## config.mk

```make
export PLATFORM = sky130hd
export DESIGN_NAME = gpa_port
export DESIGN_NICKNAME = d
export VERILOG_FILES = /design/src/common/gpa_pkg.sv /design/src/rtl/gpa_port.sv
export VERILOG_INCLUDE_DIRS = /design/src /design/src/common
export SDC_FILE = /design/constraint.sdc
export NUM_CORES = 1
export LEC_CHECK = 0
export BUFFER_PORTS_ARGS = -buffer_cell sky130_fd_sc_hd__buf_4
export CORE_ASPECT_RATIO = 0.6
export CORE_UTILIZATION = 50
export CTS_CLUSTER_SIZE = 30
export DETAILED_ROUTE_END_ITERATION = 8
export PLACE_DENSITY = 0.81
export SYNTH_ARGS = -nofsm -noshare
export SYNTH_HDL_FRONTEND = slang
export SYNTH_SLANG_ARGS = --single-unit
```

## constraint.sdc

```tcl
create_clock -name clk -period 3.2 [get_ports clk]
set_input_delay 0.48 -clock clk [delete_from_list [all_inputs] [get_ports clk]]
set_output_delay 0.48 -clock clk [all_outputs]
set_load 0.02 [all_outputs]
```

## src/common/gpa_defs.svh

```systemverilog
// register indices, sub-register indices, reset values and port c mapping
`ifndef GPA_DEFS_SVH
`define GPA_DEFS_SVH
`define GPA_REG_INDEX 2'h0
`define GPA_REG_WINDOW 2'h1
`define GPA_REG_INPUT 2'h2
`define GPA_REG_OUTPUT 2'h3
`define GPA_SUB_DIR 8'h01
`define GPA_SUB_AF 8'h02
`define GPA_SUB_POC 8'h03
`define GPA_SUB_EDGE 8'h04
`define GPA_RST_INDEX 8'h00
`define GPA_RST_DIR 8'hff
`define GPA_RST_AF 8'h00
`define GPA_RST_POC 8'h00
`define GPA_RST_EDGE 8'h00
`define GPA_RST_OUT 8'h00
`define GPA_PC_TIMER_ONE_INPUT 0
`define GPA_PC_TIMER_ONE_OUTPUT 1
`define GPA_PC_SPI_SLAVE_SELECT 2
`define GPA_PC_SPI_SERIAL_CLOCK 3
`define GPA_PC_SPI_MOSI 4
`define GPA_PC_SPI_MISO 5
`endif

```

## src/common/gpa_pkg.sv

```systemverilog
// types shared by the gpio port block
package gpa_pkg;
	typedef struct packed {
		logic wr;
		logic rd;
		logic [1:0] addr;
		logic [7:0] wdata;
	} gpa_req_t;

	typedef struct packed {
		logic [7:0] value;
		logic [7:0] drive;
	} gpa_af_t;

	typedef struct packed {
		logic [7:0] index;
		logic [7:0] dir;
		logic [7:0] af;
		logic [7:0] poc;
		logic [7:0] edge_rise;
		logic [7:0] out;
		logic [7:0] sync1;
		logic [7:0] sync2;
		logic [7:0] prev;
		logic [7:0] rdata;
		logic [7:0] pin_out;
		logic [7:0] pin_oe;
		logic [7:0] irq;
	} gpa_state_t;
endpackage

```

## src/rtl/gpa_port.sv

```systemverilog
// one 8-bit gpio port with sub-register window, open-drain and edge interrupts
`timescale 1ns/1ns
`include "gpa_defs.svh"

module gpa_port
	import gpa_pkg::*;
#(
	parameter logic [7:0] ANY_EDGE_MASK = 8'h00
) (
	// clock and reset
	input wire logic clk,
	input wire logic rst,
	// register port
	input gpa_req_t req,
	output logic [7:0] rdata,
	// pins
	input wire logic [7:0] pin_in,
	output logic [7:0] pin_out,
	output logic [7:0] pin_oe,
	// alternate-function peripherals
	input gpa_af_t af,
	output logic [7:0] af_in,
	// interrupt requests, one-cycle pulses per pin
	output logic [7:0] irq
);
	gpa_state_t st;
	gpa_state_t next_st;
	logic [7:0] drive_en;
	logic [7:0] drive_val;
	logic [7:0] rise;
	logic [7:0] fall;
	logic [3:0] target;

	// one-hot window target: bit 0 direction, 1 alternate function, 2 open-drain, 3 edge select
	// an unused index selects nothing, so such writes are dropped and reads give zero
	function automatic logic [3:0] window_target(input logic [7:0] index);
		logic [3:0] hit;
		hit = 4'h0;
		if (index == `GPA_SUB_DIR) begin
			hit = 4'h1;
		end else if (index == `GPA_SUB_AF) begin
			hit = 4'h2;
		end else if (index == `GPA_SUB_POC) begin
			hit = 4'h4;
		end else if (index == `GPA_SUB_EDGE) begin
			hit = 4'h8;
		end
		return hit;
	endfunction

	always_comb begin
		next_st = st;
		// same decode serves window writes and window reads
		target = window_target(st.index);
		// second stage only: first stage feeds nothing else
		next_st.sync1 = pin_in;
		next_st.sync2 = st.sync1;
		next_st.prev = st.sync2;
		if (req.wr) begin
			if (req.addr == `GPA_REG_INDEX) begin
				next_st.index = req.wdata;
			end else if (req.addr == `GPA_REG_WINDOW) begin
				if (target[0]) begin
					next_st.dir = req.wdata;
				end
				if (target[1]) begin
					next_st.af = req.wdata;
				end
				if (target[2]) begin
					next_st.poc = req.wdata;
				end
				if (target[3]) begin
					next_st.edge_rise = req.wdata;
				end
			end else if (req.addr == `GPA_REG_OUTPUT) begin
				next_st.out = req.wdata;
			end
		end
		if (req.rd) begin
			next_st.rdata = 8'h00;
			if (req.addr == `GPA_REG_INDEX) begin
				next_st.rdata = st.index;
			end else if (req.addr == `GPA_REG_WINDOW) begin
				if (target[0]) begin
					next_st.rdata = st.dir;
				end
				if (target[1]) begin
					next_st.rdata = st.af;
				end
				if (target[2]) begin
					next_st.rdata = st.poc;
				end
				if (target[3]) begin
					next_st.rdata = st.edge_rise;
				end
			end else if (req.addr == `GPA_REG_INPUT) begin
				next_st.rdata = st.sync2;
			end else begin
				next_st.rdata = st.out;
			end
		end
		// peripheral owns the pin when selected, else direction bit (1 = input)
		drive_en = (st.af & af.drive) | (~st.af & ~st.dir);
		drive_val = (st.af & af.value) | (~st.af & st.out);
		// open-drain applies on top of the alternate-function drive, so peripheral-owned pins are open-drain too
		next_st.pin_oe = (st.poc & drive_en & ~drive_val) | (~st.poc & drive_en);
		next_st.pin_out = ~st.poc & drive_val;
		rise = st.sync2 & ~st.prev;
		fall = ~st.sync2 & st.prev;
		next_st.irq = (ANY_EDGE_MASK & (rise | fall))
			| (~ANY_EDGE_MASK & ((st.edge_rise & rise) | (~st.edge_rise & fall)));
	end

	always_ff @(posedge clk) begin
		if (rst) begin
			st <= '0;
			st.index <= `GPA_RST_INDEX;
			st.dir <= `GPA_RST_DIR;
			st.af <= `GPA_RST_AF;
			st.poc <= `GPA_RST_POC;
			st.edge_rise <= `GPA_RST_EDGE;
			st.out <= `GPA_RST_OUT;
			// synchroniser keeps shifting through reset, so the edge detector
			// starts from the pin's real level instead of a false edge
			st.sync1 <= pin_in;
			st.sync2 <= st.sync1;
			st.prev <= st.sync2;
		end else begin
			st <= next_st;
		end
	end

	assign rdata = st.rdata;
	assign pin_out = st.pin_out;
	assign pin_oe = st.pin_oe;
	assign irq = st.irq;
	// peripherals see the same synchronised level as software; port c wiring per pin
	// index follows the GPA_PC_* positions in the system top
	assign af_in = st.sync2;
endmodule

```

==> flow_metrics.env, run 1 <==
export IMPL_worst_slew_pin_slew_ns=0.799
export IMPL_cts_setup_buffers=0
export IMPL_diodes=0
export IMPL_cts_resized_gates=0
export IMPL_cp_data_required_time_ns=3.43
export IMPL_cts_max_level=3
export IMPL_worst_setup_path_start_kind="flop"
export IMPL_gp_congestion=0.806
export IMPL_synth_nets=490
export IMPL_min_period_ns=2.33
export IMPL_nNetsFinal=517
export IMPL_fin_crit_sh=0.728
export IMPL_cts_buffer_depth=2
export IMPL_slew_headroom=0.463
export IMPL_synthXorXnorAreaFrac=0
export IMPL_num_io_pins=78
export IMPL_critPathCaptureType="flop"
export IMPL_synth_compound_area_share=0.0882
export IMPL_setup_tns_ns=0
export IMPL_drt_wirelength_per_cell_um=15.3
export IMPL_synth_area_mux_share=0.151
export IMPL_port_buffers=77
export IMPL_pwr_density_cell_nw_per_um2=565
export IMPL_grt_pass1_wl_um=14500
export IMPL_dp_hpwl_um=6310
export IMPL_yosysWarnings=0
export IMPL_cts_made_buffers=9
export IMPL_cts_root_buf="clkbuf_16"
export IMPL_fin_skew_ns=0.00866
export IMPL_path_max_fanout=16
export IMPL_hold_viol=0
export IMPL_status="finished, final reports clean"
export IMPL_syn_to_final_growth_pct=15.5
export IMPL_dp_slack_ns=0.932
export IMPL_first_iter_violations=192
export IMPL_grt_usage=0.215
export IMPL_routed_wl_um=9050
export IMPL_ant_nets=0
export IMPL_yosysSeqAreaShare=0.483
export IMPL_setup_ws_ns=0.869
export IMPL_yosys_cell_types_count=29
export IMPL_initial_core_util=0.532
export IMPL_p_leak_nw=2.20
export IMPL_core_sq_um=8100
export IMPL_synth_seq_cells=104
export IMPL_synth_area_per_cell_sq_um=9.54
export IMPL_irDropWorstVdd_mv=0.324
export IMPL_r2r_slack_ns=0.87
export IMPL_antenna_found_initial=0
export IMPL_clock_sinks=104
export IMPL_dp_cells=576
export IMPL_first_global_vias=2803
export IMPL_insertion_delay_ns=0.35
export IMPL_num_vias=3097
export IMPL_drive_gt1_frac=0.236
export IMPL_die_area_sq_um=9010
export IMPL_cts_tree="built"
export IMPL_syn_cell_area_sq_um=4310
export IMPL_slew_viol_final=0
export IMPL_synth_fa_ha_area_frac=0
export IMPL_n_fill_cell=708
export IMPL_die_w_um=122
export IMPL_crit_arrival_ns=2.56
export IMPL_p_total_w=0.00281
export IMPL_finalSetupViolations=0
export IMPL_rows=25
export IMPL_min_path_type="primary input to flop"
export IMPL_clk_pin_slew_ns=0.07
export IMPL_rsz0062_at_grt="no"
export IMPL_yosys_area_share_simple=0.183
export IMPL_maxCapViolations=0
export IMPL_hold_ws_ns=0.230
export IMPL_worst_setup_path_type="flop to flop"
export IMPL_firstDrtPassIters=4
export IMPL_overflow=0
export IMPL_fin_cells=592
export IMPL_cts_hold_buf=0
export IMPL_dieHeight_um=73.9
export IMPL_grt_max_degree=59
export IMPL_fmax_ghz=0.429
export IMPL_syn_inst=452
export IMPL_drt_drc_violations_left=0
export IMPL_vias_per_cell=5.23
export IMPL_synth_top_family_by_area="simple AND/OR/NAND/NOR gates"
[per-layer routing]
| layer | share of wire | vias to the layer above | track usage |
|---|---|---|---|
| met2 | 0.45 | 83 | 0.331 |
| li1 | - | 1566 | - |
| met1 | 0.49 | 1440 | 0.297 |
| met5 | 0 | - | 0 |
| met4 | 0.010 | 0 | 0.0700 |
| met3 | 0.055 | 8 | 0.0537 |
[through the flow]
step           cell area, sq um  utilization
2_1_floorplan              4310            -
6_report                   4980        0.615
3_3_place_gp               4640        0.572
5_1_grt                    4980        0.615
4_1_cts                    4980        0.615
3_5_place_dp               4640        0.572
[cells in the mapped netlist]
cell type	count	area (sq um)
a21oi_1	16	80.1
nor3b_1	1	7.51
or3_1	1	6.26
nor2_1	91	342
buf_6	2	22.5
or4_4	2	22.5
nand2_1	32	120
nor3_1	16	80.1
nor4_4	1	21.3
a211o_1	8	70.1
nand4bb_1	1	11.3
mux2_2	8	90.1
dfxtp_1	104	2080
nand3_1	2	10.0
buf_4	41	308
or4_1	1	7.51
buf_2	1	5.00
and2_1	1	6.26
mux2i_1	56	561
nand4b_1	1	8.76
nand2b_1	3	18.8
clkbuf_1	17	63.8
or3b_1	1	8.76
o31ai_1	8	60.1
buf_1	3	11.3
o221a_2	8	90.1
a311o_1	8	80.1
or4bb_1	1	11.3
nor2b_1	17	106
[power breakdown]
group	internal (W)	switching (W)	leakage [nW]
Combinational	0.000101	0.000113	1.18
Sequential	0.00133	0.0000277	0.852
Clock	0.000770	0.000470	0.164
Total	0.00220	0.000611	2.20
[cells by family (layout without fill, tap and decap cells)]
kind of cell | after synthesis | count (layout)
and+or+nand+nor | 172 | 172
buffers and inverters | 64 | 96
muxes | 64 | 64
DFF | 104 | 104
AOI/OAI and AO/OA | 48 | 48
[area by class of cell]
class / instances / area, sq um / area share
Clock buffer: 10 / 229 / 0.0460
Clock inverter: 6 / 115 / 0.0231
Timing Repair Buffer: 80 / 601 / 0.121
Multi-Input combinational cell: 284 / 1820 / 0.365
Sequential cell: 104 / 2080 / 0.418
Tap cell: 108 / 135 / 0.0271
[layout by cell type, fill, tap and decap left out]
cell type   count
a211o_1         8
or3_1           1
mux2i_1        56
nand4b_1        1
and2_1          1
clkbuf_16       9
mux2_2          8
or4bb_1         1
a21oi_1        16
inv_6           2
or4_1           1
nand2b_1        3
nor2b_1        17
clkbuf_1        1
nor3b_1         1
nor3_1         16
o221a_2         8
nand2_1        32
a311o_1         8
bufinv_16       3
dfxtp_1       104
nor4_4          1
buf_4          80
nor2_1         91
or4_4           2
o31ai_1         8
nand3_1         2
or3b_1          1
clkinvlp_4      1
nand4bb_1       1
[path summary, 6_finish.rpt]
kind / from / endpoint / depth (start not counted)
worst min register to register: next_st[43] / af_in[3] / 0
worst max-delay path: st[97] / st[94] / 4
worst min-delay path: pin_in[7] / next_st[47] / 1
worst max register to register: st[97] / st[94] / 4
[critical path, cell delays in order, from the launching register on]
cell and delay (ns):
dfxtp_1 0.53, or4bb_1 0.65, nor4_4 0.63, nor2b_1 0.11, a211o_1 0.29
[state kept, by name, summed over array words and instances, names as in the netlist]
register	count
pin_out	8
st	56
pin_oe	8
next_st	8
irq	8
rdata	8
af_in	8
(Power assumes the default switching activity.)
==> run 2: changes to the inputs <==
--- a/config.mk
+++ b/config.mk
@@ -11,7 +11,7 @@
 export CORE_UTILIZATION = 50
 export CTS_CLUSTER_SIZE = 30
 export DETAILED_ROUTE_END_ITERATION = 8
-export PLACE_DENSITY = 0.81
+export PLACE_DENSITY = 0.84
 export SYNTH_ARGS = -nofsm -noshare
 export SYNTH_HDL_FRONTEND = slang
 export SYNTH_SLANG_ARGS = --single-unit
==> constraint.sdc (replaced) <==
create_clock -name clk -period 1.9 [get_ports clk]
set_input_delay 0.285 -clock clk [delete_from_list [all_inputs] [get_ports clk]]
set_output_delay 0.285 -clock clk [all_outputs]
set_load 0.02 [all_outputs]
==> run 2 against run 1 <==
The flow now finishes with violations (setup timing). Maximum frequency grew 20%. Sequential power grew 68%. Final cell count grew 3.9%. Combinational power grew 86%. Worst hold slack lost 0.20 ns. First-iteration DRC count grew 2.1%. Critical endpoint is now st[88]. Largest cell class unchanged. Highest routed layer unchanged.
==> flow_metrics.env, run 2 (synthesis gave the netlist of run 1 again) <==
export IMPL_status="finished with violations"
export IMPL_violations="setup timing"
export IMPL_insertion_delay_ns=0.36
export IMPL_cts_max_level=3
export IMPL_dieHeight_um=73.9
export IMPL_clk_pin_slew_ns=0.07
export IMPL_num_vias=3305
export IMPL_fmax_ghz=0.515
export IMPL_use_met3=0.0660
export IMPL_nNetsFinal=540
export IMPL_syn_to_final_growth_pct=20.1
export IMPL_min_period_ns=1.94
export IMPL_regMostFlops="st"
export IMPL_cts_buffer_depth=2
export IMPL_finalSetupViolations=7
export IMPL_first_iter_violations=196
export IMPL_diodes=0
export IMPL_rows=25
export IMPL_antenna_found_initial=0
export IMPL_p_leak_nw=2.33
export IMPL_critPathCaptureType="flop"
export IMPL_fin_crit_sh=1.02
export IMPL_dp_cells=595
export IMPL_routed_wl_um=9710
export IMPL_drt_drc_violations_left=0
export IMPL_cts_tree="built"
export IMPL_pwr_density_cell_nw_per_um2=888
export IMPL_worst_setup_path_start_kind="flop"
export IMPL_rsz0062_at_grt="yes"
export IMPL_grt_usage=0.231
export IMPL_grt_pass1_wl_um=15400
export IMPL_core_sq_um=8100
export IMPL_drt_wirelength_per_cell_um=15.8
export IMPL_vias_per_cell=5.37
export IMPL_grt_max_degree=33
export IMPL_crit_arrival_ns=2.19
export IMPL_worst_slew_pin_slew_ns=0.370
export IMPL_port_buffers=77
export IMPL_irDropWorstVdd_mv=0.614
export IMPL_gr_max_usage_layer="met2"
export IMPL_largest_register_ffs=56
export IMPL_gp_congestion=0.863
export IMPL_hold_ws_ns=0.0266
export IMPL_setup_ws_ns=-0.0417
export IMPL_fin_cells=615
export IMPL_initial_core_util=0.532
export IMPL_firstDrtPassIters=5
export IMPL_dp_hpwl_um=6880
export IMPL_maxCapViolations=0
export IMPL_die_w_um=122
export IMPL_num_io_pins=78
export IMPL_cp_data_required_time_ns=2.15
export IMPL_die_area_sq_um=9010
export IMPL_hold_viol=0
export IMPL_slew_viol_final=0
export IMPL_ant_nets=0
export IMPL_path_max_fanout=6
export IMPL_slew_headroom=0.753
export IMPL_worst_setup_path_type="flop to flop"
export IMPL_use_met1=0.283
export IMPL_fin_skew_ns=0.00756
export IMPL_final_common_cell="dfxtp_1"
export IMPL_overflow=0
export IMPL_cts_made_buffers=9
export IMPL_drive_gt1_frac=0.284
export IMPL_use_met2=0.389
export IMPL_clock_sinks=104
export IMPL_cts_root_buf="clkbuf_16"
export IMPL_min_path_type="primary input to flop"
export IMPL_layout_common_cells="dfxtp_1 (102), buf_4 (100), nor2_1 (91)"
export IMPL_first_global_vias=3146
## run 2: changes by cell type in the layout (fill, tap and decap cells not counted), sizes merged
cell	change
buf	+22
inv	+1
clkbuf	+1
clkinv	+1
bufinv	-2
## run 2: final timing paths
path | cells past startpoint | slack [ns] | to | start
setup / recovery | 7 | -0.04 | st[88] | st[100]
hold reg to reg | 0 | 0.33 | af_in[7] | next_st[47]
setup reg to reg | 7 | -0.04 | st[88] | st[100]
hold / removal | 1 | 0.03 | next_st[40] | pin_in[0]
## run 2: layout make-up
class / instances / area, sq um
Clock buffer: 10 / 239
Clock inverter: 6 / 75.1
Fill cell: 686 / 2920
Multi-Input combinational cell: 284 / 1840
Sequential cell: 104 / 2080
Tap cell: 108 / 135
Timing Repair Buffer: 103 / 807
## run 2: metrics by stage
step | utilization | setup TNS [ns] | total power, W | instance area (sq um) | setup slack [ns]
detailed placement | 0.592 | -0.354 | 0.00273 | 4790 | -0.0380
finish | 0.639 | -0.142 | 0.00460 | 5180 | -0.0417
CTS | 0.640 | 0 | 0.00463 | 5190 | 0.0102
global route | 0.639 | -0.424 | 0.00476 | 5180 | -0.0678
global placement | 0.592 | 0 | 0.00271 | 4790 | 0.0274
floorplan | - | 0 | 0.00257 | 4310 | 0.0318
## run 2: where the power goes
part / total (W) / internal [W] / switching [W]
Combinational: 0.000400 / 0.000191 / 0.000209
Clock: 0.00192 / 0.00108 / 0.000839
Sequential: 0.00228 / 0.00224 / 0.0000389
## run 2: timing repair
action                                  in CTS  in global routing
pin swaps                                    3                  6
endpoints found under the setup margin      20                 10
hold buffers                                 0                  0
gates resized for setup                      7                  5
buffers inserted                             3                  2
gates cloned                                 1                  0
## run 2: worst max-delay path: stages, from the launching register on
cell	delay, ns
dfxtp_2	0.32
or4_4	0.56
buf_6	0.15
nor4_4	0.26
buf_4	0.16
clkbuf_16	0.14
nor2b_4	0.04
a211o_1	0.21
## run 2: layer usage
metal	vias up	routed length [um]
met5	-	0
met4	0	78
met3	8	709
met2	102	4580
met1	1575	4340
li1	1620	-
